<file path="src/rtl/scc_params.svh">
/*
  scc_params.svh: addresses, bit positions, reset values and
  timing counts of the sync, clamp and coast control block.
  assumes a 200 MHz ref_clk; definitions only.
*/
`ifndef SCC_PARAMS_SVH
`define SCC_PARAMS_SVH
// ----------------------------------------
// timing
// ----------------------------------------
`define SCC_CLK_NS       5
`define SCC_SEP_TICK_NS  200
`define SCC_SEP_TICK_CYC (`SCC_SEP_TICK_NS / `SCC_CLK_NS)
`define SCC_DET_WIN_NS   655360
`define SCC_DET_WIN_CYC  (`SCC_DET_WIN_NS / `SCC_CLK_NS)
`define SCC_ACT_W        24
`define SCC_RUN_W        16
// ----------------------------------------
// register addresses
// ----------------------------------------
`define SCC_A_SYNC   8'h0e
`define SCC_A_CCP    8'h0f
`define SCC_A_SLICE  8'h10
`define SCC_A_SEP    8'h11
`define SCC_A_LEAD   8'h12
`define SCC_A_TRAIL  8'h13
`define SCC_A_STAT   8'h14
// ----------------------------------------
// reset values
// ----------------------------------------
`define SCC_R_SYNC   8'h00
`define SCC_R_CCP    8'h4e
`define SCC_R_SLICE  8'hb8
`define SCC_R_SEP    8'h20
`define SCC_R_LEAD   8'h00
`define SCC_R_TRAIL  8'h00
// ----------------------------------------
// bit positions
// ----------------------------------------
`define SCC_B_HPOL   5
`define SCC_B_HOVR   4
`define SCC_B_HSEL   3
`define SCC_B_VNINV  2
`define SCC_B_VOVR   1
`define SCC_B_VSEL   0
`define SCC_B_CLSRC  7
`define SCC_B_CLPOL  6
`define SCC_B_COSEL  5
`define SCC_B_COOVR  4
`define SCC_B_COPOL  3
`define SCC_B_SEEK   2
`define SCC_B_SLEEP  1
`define SCC_B_SLC_HI 7
`define SCC_B_SLC_LO 3
`endif

</file>
<file path="src/rtl/scc_pkg.sv">
/*
  scc_pkg: state types of the sync, clamp and coast block.
  assumes scc_params.svh is on the include path.
*/
`include "scc_params.svh"
package scc_pkg;
  // clamp generator states, one-hot
  typedef enum logic [2:0] {
    SCC_CL_IDLE = 3'h1,
    SCC_CL_WAIT = 3'h2,
    SCC_CL_ON   = 3'h4
  } scc_clamp_st_t;
  // pin watcher state
  typedef struct packed {
    logic                  s1, s2, s3, lvl, prev;
    logic [`SCC_ACT_W-1:0] act_cnt;
    logic [`SCC_RUN_W-1:0] run, hi_len, lo_len;
  } scc_pin_st_t;
endpackage : scc_pkg

</file>
<file path="src/rtl/scc_pin_watch.sv">
/*
  scc_pin_watch: three-flop synchroniser for one sync pin, plus
  activity detect and idle-level estimate.
  assumes the pin is asynchronous to ref_clk.
*/
`timescale 1ns/100ps
`default_nettype none
module scc_pin_watch #(
  parameter int WIN = `SCC_DET_WIN_CYC // activity window, cycles
) (
  input  wire logic ref_clk,
  input  wire logic rst_n,
  input  wire logic pin,
  output logic      lvl,
  output logic      active,
  output logic      idle_high
);
  import scc_pkg::*;
  scc_pin_st_t s, next_s;

  // ----------------------------------------
  // next state
  // ----------------------------------------
  always_comb begin
    next_s    = s;
    next_s.s1 = pin;
    next_s.s2 = s.s1;
    next_s.s3 = s.s2;
    next_s.prev = s.lvl;
    // change counts once flop 2 and 3 agree
    if (s.s2 == s.s3) begin
      next_s.lvl = s.s3;
    end
    if (s.lvl != s.prev) begin
      next_s.act_cnt = `SCC_ACT_W'(WIN);
      next_s.run     = '0;
      // remember length of the run just ended
      if (s.prev) begin
        next_s.hi_len = s.run;
      end else begin
        next_s.lo_len = s.run;
      end
    end else begin
      if (s.act_cnt != '0) begin
        next_s.act_cnt = s.act_cnt - 1'b1;
      end
      if (s.run != '1) begin
        next_s.run = s.run + 1'b1;
      end
    end
  end

  // ----------------------------------------
  // state register
  // ----------------------------------------
  always_ff @(posedge ref_clk or negedge rst_n) begin
    if (!rst_n) begin
      s <= '0;
    end else begin
      s <= next_s;
    end
  end

  assign lvl       = s.lvl;
  assign active    = (s.act_cnt != '0);
  // longer run is the idle level
  assign idle_high = (s.hi_len > s.lo_len);
endmodule // scc_pin_watch
`default_nettype wire

</file>
<file path="src/rtl/scc_sync_ctrl.sv">
/*
  scc_sync_ctrl: sync source selection, output polarity, clamp
  and coast control with their register bank.
  assumes a simple register port fed by the serial control port,
  clamp placement/duration from elsewhere, sync pins asynchronous.
*/
// Overview of operation
// - hsync/green outputs: 0 high pulse, 1 low
// - hsync override picks source from select bit
// - select: 0 sync pin, 1 green sync
// - vsync output inverted when bit is 0
// - vsync override uses vsync select bit
// - vsync select: 0 pin, 1 separator
// - source 0: internal clamp from hsync edge
// - source 1: external clamp pin clamps all
// - clamp polarity 1 means active low
// - coast from pin or active vsync
// - coast polarity detected unless override set
// - coast holds clock; polarity bit gives level
// - seek mode allowed only when bit set
// - power-down bit 0 sleeps the device
// - five-bit slicer threshold, default 23
// - per-channel clamp: ground or midscale
// - separator toggles after threshold 5 MHz ticks
// - pre-coast lines before vsync
// - post-coast lines after vsync
// - hsync detect status bit
// - status shows hsync source in use
// - auto vsync: pin if active, else separator
`timescale 1ns/100ps
`default_nettype none
module scc_sync_ctrl #(
  parameter int DET_WIN = `SCC_DET_WIN_CYC // activity window
) (
  input  wire logic       ref_clk,
  input  wire logic       rst_n,
  input  wire logic [7:0] reg_addr,
  input  wire logic       reg_wr,
  input  wire logic [7:0] reg_wdata,
  input  wire logic       reg_rd,
  output logic      [7:0] reg_rdata,
  input  wire logic       hsync_pin,
  input  wire logic       green_embedded_sync_pin,
  input  wire logic       vsync_pin,
  input  wire logic       clamp_pin,
  input  wire logic       coast_pin,
  input  wire logic [7:0] clamp_place,
  input  wire logic [7:0] clamp_len,
  output logic            hsync_out,
  output logic            green_embedded_sync_out,
  output logic            vsync_out,
  output logic            clamp_out,
  output logic      [2:0] clamp_mid,
  output logic      [4:0] slicer_code,
  output logic            coast_out,
  output logic            seek_out,
  output logic            power_down
);
  import scc_pkg::*;

  // ----------------------------------------
  // state
  // ----------------------------------------
  typedef struct packed {
    logic [7:0]    r0e, r0f, r10, r11, r12, r13; // control regs
    logic [7:0]    rdata;                        // read data
    scc_clamp_st_t cst;                          // clamp fsm
    logic [7:0]    ccnt;                         // clamp counter
    logic [5:0]    tick;                         // 5 MHz prescale
    logic [7:0]    sep_cnt;                      // separator count
    logic          sep_out;                      // separator output
    logic          h_prev, v_prev;               // edge memory
    logic [15:0]   line_cnt, frame_len;          // lines per frame
    logic [7:0]    post_cnt;                     // post-coast lines
    logic          hs, gs, vs, cl, co, sk, pd;   // registered outputs
  } scc_st_t;
  scc_st_t s, next_s;

  logic h_lvl, h_act, h_idle, g_lvl, g_act, g_idle;
  logic v_lvl, v_act, v_idle, c_lvl, c_idle, k_lvl;
  logic h_src, v_src, h_norm, g_norm, v_norm, h_lead, v_lead;
  logic pre_on, coast_v, coast_p, co_pol, clamp_x, clamp_i;
  logic [7:0] stat;

  // ----------------------------------------
  // pin watchers
  // ----------------------------------------
  scc_pin_watch #(.WIN(DET_WIN)) u_h (
    .ref_clk(ref_clk), .rst_n(rst_n), .pin(hsync_pin),
    .lvl(h_lvl), .active(h_act), .idle_high(h_idle));
  scc_pin_watch #(.WIN(DET_WIN)) u_g (
    .ref_clk(ref_clk), .rst_n(rst_n), .pin(green_embedded_sync_pin),
    .lvl(g_lvl), .active(g_act), .idle_high(g_idle));
  scc_pin_watch #(.WIN(DET_WIN)) u_v (
    .ref_clk(ref_clk), .rst_n(rst_n), .pin(vsync_pin),
    .lvl(v_lvl), .active(v_act), .idle_high(v_idle));
  scc_pin_watch #(.WIN(DET_WIN)) u_c (
    .ref_clk(ref_clk), .rst_n(rst_n), .pin(coast_pin),
    .lvl(c_lvl), .active(), .idle_high(c_idle));
  scc_pin_watch #(.WIN(DET_WIN)) u_k (
    .ref_clk(ref_clk), .rst_n(rst_n), .pin(clamp_pin),
    .lvl(k_lvl), .active(), .idle_high());

  // ----------------------------------------
  // source selection and status
  // ----------------------------------------
  always_comb begin
    if (s.r0e[`SCC_B_HOVR]) begin
      h_src = s.r0e[`SCC_B_HSEL];
    end else if (h_act != g_act) begin
      h_src = g_act;
    end else begin
      h_src = s.r0e[`SCC_B_HSEL];
    end
    if (s.r0e[`SCC_B_VOVR]) begin
      v_src = s.r0e[`SCC_B_VSEL];
    end else begin
      v_src = !v_act;
    end
    // normalise syncs to active high
    g_norm = g_lvl ^ g_idle;
    h_norm = h_src ? g_norm : (h_lvl ^ h_idle);
    v_norm = v_src ? s.sep_out : (v_lvl ^ v_idle);
    h_lead = h_norm && !s.h_prev;
    v_lead = v_norm && !s.v_prev;
    stat = {h_act, h_src, !h_idle, v_act, v_src,
            s.r0e[`SCC_B_VNINV], g_act, !c_idle};
  end

  // ----------------------------------------
  // coast and clamp sources
  // ----------------------------------------
  always_comb begin
    // predict vsync from last frame length
    // strictly greater: line count hits frame length on the last line
    pre_on  = (s.r12 != 8'h00) && (s.frame_len != 16'h0000) &&
              ((s.line_cnt + 16'(s.r12)) > s.frame_len);
    // hold after vsync for post lines
    coast_v = v_norm || pre_on || (s.post_cnt != 8'h00);
    co_pol  = s.r0f[`SCC_B_COOVR] ? s.r0f[`SCC_B_COPOL] : !c_idle;
    coast_p = (c_lvl == co_pol);
    clamp_x = s.r0f[`SCC_B_CLPOL] ? !k_lvl : k_lvl;
    clamp_i = (s.cst == SCC_CL_ON);
  end

  // ----------------------------------------
  // next state
  // ----------------------------------------
  always_comb begin
    next_s        = s;
    next_s.h_prev = h_norm;
    next_s.v_prev = v_norm;
    next_s.rdata  = 8'h00;
    // register writes; status is read-only
    if (reg_wr) begin
      if (reg_addr == `SCC_A_SYNC) begin
        next_s.r0e = reg_wdata;
      end else if (reg_addr == `SCC_A_CCP) begin
        next_s.r0f = reg_wdata;
      end else if (reg_addr == `SCC_A_SLICE) begin
        next_s.r10 = reg_wdata;
      end else if (reg_addr == `SCC_A_SEP) begin
        next_s.r11 = reg_wdata;
      end else if (reg_addr == `SCC_A_LEAD) begin
        next_s.r12 = reg_wdata;
      end else if (reg_addr == `SCC_A_TRAIL) begin
        next_s.r13 = reg_wdata;
      end
    end
    // register reads, unmapped reads zero
    if (reg_rd) begin
      if (reg_addr == `SCC_A_SYNC) begin
        next_s.rdata = s.r0e;
      end else if (reg_addr == `SCC_A_CCP) begin
        next_s.rdata = s.r0f;
      end else if (reg_addr == `SCC_A_SLICE) begin
        next_s.rdata = s.r10;
      end else if (reg_addr == `SCC_A_SEP) begin
        next_s.rdata = s.r11;
      end else if (reg_addr == `SCC_A_LEAD) begin
        next_s.rdata = s.r12;
      end else if (reg_addr == `SCC_A_TRAIL) begin
        next_s.rdata = s.r13;
      end else if (reg_addr == `SCC_A_STAT) begin
        next_s.rdata = stat;
      end
    end
    // separator low-pass on 5 MHz ticks
    if (s.tick == 6'(`SCC_SEP_TICK_CYC - 1)) begin
      next_s.tick = 6'h00;
      if (h_norm == s.sep_out) begin
        next_s.sep_cnt = 8'h00;
      end else if (s.sep_cnt >= s.r11) begin
        next_s.sep_out = h_norm;
        next_s.sep_cnt = 8'h00;
      end else begin
        next_s.sep_cnt = s.sep_cnt + 8'h01;
      end
    end else begin
      next_s.tick = s.tick + 6'h01;
    end
    if (v_lead) begin
      next_s.frame_len = s.line_cnt;
      next_s.line_cnt  = 16'h0000;
    end else if (h_lead && s.line_cnt != 16'hffff) begin
      next_s.line_cnt = s.line_cnt + 16'h0001;
    end
    if (!v_norm && s.v_prev) begin
      next_s.post_cnt = s.r13;
    end else if (h_lead && s.post_cnt != 8'h00) begin
      next_s.post_cnt = s.post_cnt - 8'h01;
    end
    // internal clamp from hsync leading edge
    case (s.cst)
      SCC_CL_WAIT: begin
        if (s.ccnt <= 8'h01) begin
          next_s.cst  = (clamp_len == 8'h00) ? SCC_CL_IDLE : SCC_CL_ON;
          next_s.ccnt = clamp_len;
        end else begin
          next_s.ccnt = s.ccnt - 8'h01;
        end
      end
      SCC_CL_ON: begin
        if (s.ccnt <= 8'h01) begin
          next_s.cst = SCC_CL_IDLE;
        end
        next_s.ccnt = s.ccnt - 8'h01;
      end
      default: begin
        next_s.cst = SCC_CL_IDLE;
      end
    endcase
    if (h_lead) begin
      next_s.cst  = SCC_CL_WAIT;
      next_s.ccnt = clamp_place;
    end
    next_s.hs = h_norm ^ s.r0e[`SCC_B_HPOL];
    next_s.gs = g_norm ^ s.r0e[`SCC_B_HPOL];
    next_s.vs = v_norm ^ !s.r0e[`SCC_B_VNINV];
    next_s.cl = s.r0f[`SCC_B_CLSRC] ? clamp_x : clamp_i;
    next_s.co = s.r0f[`SCC_B_COSEL] ? coast_v : coast_p;
    // seek only when allowed and no sync
    next_s.sk = s.r0f[`SCC_B_SEEK] && !(h_act || g_act || v_act);
    next_s.pd = !s.r0f[`SCC_B_SLEEP];
  end

  // ----------------------------------------
  // state register
  // ----------------------------------------
  always_ff @(posedge ref_clk or negedge rst_n) begin
    if (!rst_n) begin
      s     <= '0;
      s.r0e <= `SCC_R_SYNC;
      s.r0f <= `SCC_R_CCP;
      s.r10 <= `SCC_R_SLICE;
      s.r11 <= `SCC_R_SEP;
      s.r12 <= `SCC_R_LEAD;
      s.r13 <= `SCC_R_TRAIL;
      s.cst <= SCC_CL_IDLE;
      s.pd  <= 1'b0;
    end else begin
      s <= next_s;
    end
  end

  // ----------------------------------------
  // outputs
  // ----------------------------------------
  assign reg_rdata               = s.rdata;
  assign hsync_out               = s.hs;
  assign green_embedded_sync_out = s.gs;
  assign vsync_out               = s.vs;
  assign clamp_out               = s.cl;
  assign coast_out               = s.co;
  assign seek_out                = s.sk;
  assign power_down              = s.pd;
  assign clamp_mid               = s.r10[2:0];
  assign slicer_code             = s.r10[`SCC_B_SLC_HI:`SCC_B_SLC_LO];
endmodule // scc_sync_ctrl
`default_nettype wire

</file>
<file path="config.mk">
export PLATFORM = sky130hd
export DESIGN_NAME = scc_sync_ctrl
export DESIGN_NICKNAME = d
export VERILOG_FILES = /design/src/rtl/scc_pkg.sv /design/src/rtl/scc_pin_watch.sv /design/src/rtl/scc_sync_ctrl.sv
export VERILOG_INCLUDE_DIRS = /design/src /design/src/rtl
export SDC_FILE = /design/constraint.sdc
export NUM_CORES = 1
export LEC_CHECK = 0
export BUFFER_PORTS_ARGS = -buffer_cell sky130_fd_sc_hd__buf_2
export CAP_MARGIN = 20
export CORE_MARGIN = 2
export CORE_UTILIZATION = 35
export DETAILED_ROUTE_END_ITERATION = 12
export PLACE_DENSITY = 0.56
export SYNTH_ARGS = -nofsm -noshare
export SYNTH_HDL_FRONTEND = slang
export SYNTH_SLANG_ARGS = --single-unit
</file>
<file path="constraint.sdc">
create_clock -name ref_clk -period 7.1 [get_ports ref_clk]
set_input_delay 0.355 -clock ref_clk [delete_from_list [all_inputs] [get_ports ref_clk]]
set_output_delay 0.355 -clock ref_clk [all_outputs]
set_load 0.005 [all_outputs]
</file>
==> results of run 1 <==
[worst min-delay path, cell delays in order]
cell	delay, ps
buf_2	160
nand2_1	60
o21ai_0	60
[state kept, by name, summed over array words and instances, names as in the netlist, 2 cells and up]
name / flops
clamp_mid: 3
reg_rdata: 8
s: 108
slicer_code: 5
u_c.next_s: 2
u_c.s: 50
u_g.next_s: 2
u_g.s: 74
u_h.next_s: 2
u_h.s: 74
u_k.next_s: 2
u_v.next_s: 2
u_v.s: 74
[cells by family (layout without fill, tap and decap cells)]
logic type      after synthesis  after routing  share of synthesized area
xor+xnor                    128            128                     0.0526
mux                         148            148                     0.0771
flops                       419            419                      0.493
compound gates              341            341                     0.0973
fa+ha+maj                   125            125                     0.0732
simple gates                683            683                      0.163
buf+inv                     225            319                     0.0435
[cell type report]
cell class	instances	area (µm²)
Fill cell	5741	36100
Sequential cell	419	10500
Multi-Input combinational cell	1425	9870
Clock buffer	71	1440
Tap cell	782	978
Timing Repair Buffer	89	603
Inverter	138	518
Clock inverter	21	218
[cell usage after synthesis, types with 4 or more instances]
| cell | number | area (µm²) |
|---|---|---|
| dfrtp_1 | 409 | 10200 |
| nand2_1 | 198 | 743 |
| o21ai_0 | 150 | 751 |
| inv_1 | 138 | 518 |
| mux2_2 | 128 | 1440 |
| ha_1 | 119 | 1490 |
| nor2_1 | 114 | 428 |
| xnor2_1 | 75 | 657 |
| a21oi_1 | 70 | 350 |
| and2_1 | 70 | 438 |
| clkbuf_1 | 61 | 229 |
| xor2_1 | 53 | 464 |
| nand3_1 | 50 | 250 |
| nand4_1 | 42 | 263 |
| nor3_1 | 37 | 185 |
| or3_1 | 36 | 225 |
| nor4_1 | 30 | 188 |
| and3_1 | 23 | 144 |
| nor2b_1 | 21 | 131 |
| a21boi_0 | 20 | 150 |
| mux2i_1 | 20 | 200 |
| a21o_1 | 19 | 143 |
| buf_4 | 19 | 143 |
| nand2b_1 | 17 | 106 |
| or4_1 | 15 | 113 |
| a211oi_1 | 13 | 97.6 |
| dfstp_2 | 10 | 263 |
| a31oi_1 | 8 | 50.1 |
| o31ai_1 | 8 | 60.1 |
| o221ai_1 | 7 | 61.3 |
| nand3b_1 | 6 | 45.0 |
| o21a_1 | 6 | 45.0 |
| maj3_1 | 5 | 50.1 |
| nor3b_1 | 4 | 30.0 |
| o211ai_1 | 4 | 30.0 |
| o22ai_1 | 4 | 25.0 |
| o41ai_1 | 4 | 35.0 |
[metrics by stage]
| stage | cell area, µm² | power (mW) | utilization | hold slack, ps | instances |
|---|---|---|---|---|---|
| floorplan | 21300 | 4.45 | - | 59.4 | 2069 |
| global placement | 22300 | 4.94 | 0.370 | 335 | 2835 |
| detailed placement | 22300 | 5.01 | 0.370 | 335 | 2836 |
| CTS | 24100 | 7.62 | 0.400 | 15.9 | 2942 |
| global route | 24100 | 8.00 | 0.400 | 31.1 | 2945 |
| finish | 24100 | 7.50 | 0.400 | 62.1 | 2945 |
[final timing paths]
check,to,slack [ps],cells past startpoint,start
max in group asynchronous,u_v.s[7],4810,4,rst_n
min,s[105],60,3,reg_wdata[6]
min in group asynchronous,u_v.next_s[75],320,2,rst_n
max,s[44],2060,16,u_h.s[54]
max reg2reg,s[44],2060,16,u_h.s[54]
min reg2reg,u_k.next_s[74],350,0,u_k.next_s[75]
[layer usage]
metal  up-vias  global-route usage  part of all wire
met3        78              0.0288             0.038
li1       7292                   -                 -
met5         -                   0           0.00028
met2       183               0.240              0.46
met4         2              0.0462             0.024
met1      7365               0.200              0.48
[power groups by stage]
stage | Sequential (mW) | Clock [mW] | Combinational (mW)
after floorplan | 2.91 | 0 | 1.55
after global placement | 2.96 | 0 | 1.98
after detailed placement | 2.98 | 0 | 2.03
after CTS | 2.94 | 2.62 | 2.06
after global routing | 2.98 | 2.71 | 2.31
final | 2.94 | 2.53 | 2.04
[layout by cell type (no fill, tap or decap), types with 7 or more instances in the layout]
master,synthesis,routed
o21ai_0,150,150
dlygate4sd3_1,0,14
a21boi_0,20,20
nand4_1,42,42
buf_4,19,8
a211oi_1,13,13
o221ai_1,7,7
nand2_1,198,198
clkinv_2,0,13
a31oi_1,8,8
clkbuf_16,0,49
ha_1,119,119
buf_2,3,62
inv_1,138,138
a21oi_1,70,70
dfrtp_1,409,409
mux2_2,128,128
dfstp_2,10,10
o31ai_1,8,8
or4_1,15,15
and2_1,70,70
and3_1,23,23
nor3_1,37,37
nor2_1,114,114
xor2_1,53,53
clkbuf_8,0,13
nand3_1,50,50
mux2i_1,20,20
nor4_1,30,30
or3_1,36,36
nand2b_1,17,17
clkbuf_1,61,9
a21o_1,19,19
nor2b_1,21,21
xnor2_1,75,75
[timing repair]
action / 4_1_cts / 5_1_grt
hold buffers: 14 / 0
resized for setup: 0 / 0
endpoints found under the hold margin: 85 / 0
==> impl_results.md, run 1 <==
- Status: finished clean
- Finish-stage setup viols: 0
- Dpl ws: 2060 ps
- Top_reg_cell synth: dfrtp_1
- DRC marker count from the first detailed-route iteration: 953
- Hold Vio Cnt, Final: 0
- Clk sink count: 419
- RSZ-0062 raised after global routing: false
- Psw: 2.49 mW
- Initial DRT Pass Iterations: 4
- CTS root buf: clkbuf_16
- Num rows: 90
- Max_slew headroom: 0.320
- Synth Instances: 2069
- Syn Area/Cell: 10.3 µm²
- Post-Synthesis Cell Area: 21300 µm²
- Worst-Skew Late Latency: 610 ps
- Worst VDD drop: 0.000169 V
- Layout Nets: 2283
- Yosys warns: 0
- Vias after detailed routing: 14900
- Seq/Total Area, Yosys: 0.493
- Synth-to-layout area growth: 13.3%
- CTS tree: built
- Number of global-route vias before repair: 15000
- Mean routed wirelength per cell: 15.6 µm
- Crit. End Element: flop
- Clock-pin transition on the worst setup and hold timing paths: 60 ps
- Max cap viols: 0
- Req. time, crit path: 7620 ps
- CTS H-tree depth: 2
- Post-CTS Setup Bufs: 0
- Clk buf depth: 3
- Critical Path AT: 5550 ps
- Chip Height: 251 µm
- Sequential share of power: 0.392
- DRC viols: 0
- Fmax: 199 MHz
- Clk_skew: 36.0 ps
- Die width: 251 µm
- HPWL Detailed: 31600 µm
- Port Buffers: 63
- Initial Util: 0.353
- Critical path startpoint category: flop
- Kind of critical path: reg2reg
- Slowest stage delay, CP: 550 ps
- Hold Crit Class: in2reg
- First-pass GRT wire length: 77300 µm
- Core ar.: 60200 µm²
- N_diodes: 0
- Clock power share: 0.337
- Slew at the pin closest to its max-slew limit: 1020 ps
- Fin crit period: 5040 ps
- Share of cells above drive strength 1: 0.144
- Family with the most delay on the worst path: simple AND/OR/NAND/NOR gates
- CTS Buf Count: 49
- CP max-delay cell: or4_1
- GPL Wtd Cong: 0.814
- FF+latch count, synth: 419
- Net Count, Synth: 2230
- Routed WL: 45800 µm
- Final WS setup: 2060 ps
- GRT Util Overall: 0.148
- Top-Level Pins: 64
- Internal power: 5.01 mW
- Largest net degree at the start of global routing: 163
- Crit-path most repeated cell: or4_1
- Power Density: 311 nW/µm²
- Fin. max-slew vios: 0
- Count of unique library cells instantiated by Yosys: 69
- Post-synth ARST share: 1.00
- EDFF count, synth: 0
- Die area: 62800 µm²
- Crit-path cells: or4_1 -> nor3_1 -> nand4_1 -> or2_2 -> inv_1 -> ha_1 -> nor2b_1 -> nor2_1 -> a31oi_2 -> or3_1 -> or3_4 -> o311ai_4 -> buf_4 -> nand2_4 -> or4_1 -> a21oi_1
- Logic gate share of total power: 0.272
- Drt via density: 5.07
- Number of buffers and inverters on the critical path: 2
- Initial antenna violation count: 4
- P_leak: 11.3 nW
- Largest fanout on the critical path: 36
- Final period util: 0.709
- Grt total ovfl: 0
- TNS Setup: 0 ps
- Sw frac: 0.332
- DRT antenna net count: 0
Power figures use the tool's default switching activity.
==> run 2, diff against run 1 <==
--- a/config.mk
+++ b/config.mk
@@ -11,7 +11,7 @@
 export CORE_MARGIN = 2
 export CORE_UTILIZATION = 35
 export DETAILED_ROUTE_END_ITERATION = 12
-export PLACE_DENSITY = 0.56
+export PLACE_DENSITY = 0.58
 export SYNTH_ARGS = -nofsm -noshare
 export SYNTH_HDL_FRONTEND = slang
 export SYNTH_SLANG_ARGS = --single-unit
==> constraint.sdc (replaced) <==
create_clock -name ref_clk -period 4.1 [get_ports ref_clk]
set_input_delay 0.205 -clock ref_clk [delete_from_list [all_inputs] [get_ports ref_clk]]
set_output_delay 0.205 -clock ref_clk [all_outputs]
set_load 0.005 [all_outputs]
==> impl_results.md, run 2 (synthesis gave the netlist of run 1 again) <==
- P_leak: 11.5 nW
- Port Buffers: 63
- Clk buf depth: 3
- Hold_ws: 123 ps
- GRT Util Overall: 0.150
- Flip-flop and latch area: 10500 µm²
- HPWL Detailed: 31700 µm
- First-pass GRT wire length: 78200 µm
- Synth-to-layout area growth: 15.7%
- CTS Buf Count: 47
- Initial antenna violation count: 2
- Hold Crit Class: in2reg
- CTS root buf: clkbuf_16
- Chip Height: 251 µm
- Critical path startpoint category: flop
- Most frequent cells in the layout: dfrtp_1 (407), nand2_1 (197), o21ai_0 (147), inv_1 (137), mux2_2 (128)
- Top reg by flops: s
- Req. time, crit path: 4560 ps
- Max cap viols: 0
- Final period util: 0.947
- N_diodes: 0
- Clk sink count: 419
- Max_slew headroom: 0.294
- Drt via density: 5.02
- Largest fanout on the critical path: 6
- Grt total ovfl: 0
- Die width: 251 µm
- Max reg flops: 108
- Commonest non-fill, non-tap cell in the layout: dfrtp_1
- Number of global-route vias before repair: 15200
- Share of cells above drive strength 1: 0.162
- Finish-stage setup viols: 0
- CTS tree: built
- Initial Util: 0.353
- Worst VDD drop: 0.000293 V
- Core ar.: 60200 µm²
- Fin crit period: 3880 ps
- Initial DRT Pass Iterations: 4
- Largest net degree at the start of global routing: 119
- Multi-input gate area: 9940 µm²
- Clk_skew: 17.7 ps
- Top-Level Pins: 64
- Dpl cells: 2852
- CTS H-tree depth: 2
- Layout Nets: 2320
- Power Density: 552 nW/µm²
- DRC viols: 0
- RSZ-0062 raised after global routing: false
- GPL Wtd Cong: 0.810
- Crit. End Element: flop
- Fmax: 257 MHz
- Fin. max-slew vios: 0
- DRT antenna net count: 0
- Fillers: 5770
- DRC marker count from the first detailed-route iteration: 823
- Routed WL: 46400 µm
- Vias after detailed routing: 15000
- Critical Path AT: 4350 ps
- Hold Vio Cnt, Final: 0
- Mean routed wirelength per cell: 15.6 µm
- Status: finished clean
- Clock-pin transition on the worst setup and hold timing paths: 60 ps
- Num rows: 90
- Kind of critical path: reg2reg
- Slew at the pin closest to its max-slew limit: 1050 ps
- Fin cells: 2979
- Worst-Skew Late Latency: 580 ps
- Die area: 62800 µm²
==> run 2: per-layer routing <==
layer | up-vias | wire length (µm) | global-route usage | share of wire
met3 | 89 | 1710 | 0.0295 | 0.037
li1 | 7358 | - | - | -
met5 | - | 18 | 0 | 0.00039
met1 | 7338 | 21800 | 0.199 | 0.47
met4 | 4 | 1360 | 0.0537 | 0.029
met2 | 178 | 21500 | 0.245 | 0.46
==> run 2: cell type report <==
type                    count  area share
repair buffers            128      0.0396
multi-input cells        1425       0.403
well taps                 782      0.0397
clock buffers              65      0.0562
inverters                 138      0.0210
clock inverters            22      0.0138
flip-flops and latches    419       0.426
==> run 2: timing repair <==
action	in CTS	in global routing
pin swaps	3	10
hold buffers	23	0
gates resized for setup	4	20
buffers inserted	9	4
endpoints found under the hold margin	156	0
setup endpoints to repair	4	38
==> run 2: power breakdown <==
part           leakage, nW  total [mW]  switching, mW  internal (mW)
sequential            5.59        5.09          0.444           4.65
clock                0.847        4.62           1.76           2.87
combinational         5.08        3.87           2.15           1.73
==> run 2: final timing paths <==
path	from	end	slack, ps	cells past startpoint
hold / removal	clamp_len[1]	s[65]	120	5
setup reg to reg	u_h.s[57]	s[44]	220	17
setup / recovery	u_h.s[57]	s[44]	220	17
min in group asynchronous	rst_n	u_v.next_s[75]	230	2
max in group asynchronous	rst_n	clamp_out	2720	3
hold reg to reg	u_g.next_s[75]	u_g.next_s[74]	350	0
==> run 2: worst max-delay path, stage by stage, from the launching register on <==
cell	delay [ps]
dfrtp_1	400
or4_4	590
nor3_4	200
nand4_1	150
or2_4	260
inv_2	80
ha_1	220
nor2b_2	180
nor2_2	120
a31oi_2	60
or3_1	320
or3_4	340
o311ai_4	110
nand2_4	120
buf_4	180
buf_4	140
o31ai_2	210
a21oi_1	90
==> run 2: stage by stage <==
stage                     utilization  total power, mW  cell area [µm²]  setup TNS [ps]  setup slack, ps
after detailed placement        0.373             8.83            22500            -423             -120
after CTS                       0.406             13.7            24500               0             41.1
after global routing            0.409             14.5            24600               0             1.79
after global placement          0.372             8.69            22400           -58.0            -17.5
final                           0.409             13.6            24600               0              215
after floorplan                     -             7.72            21300               0             21.5
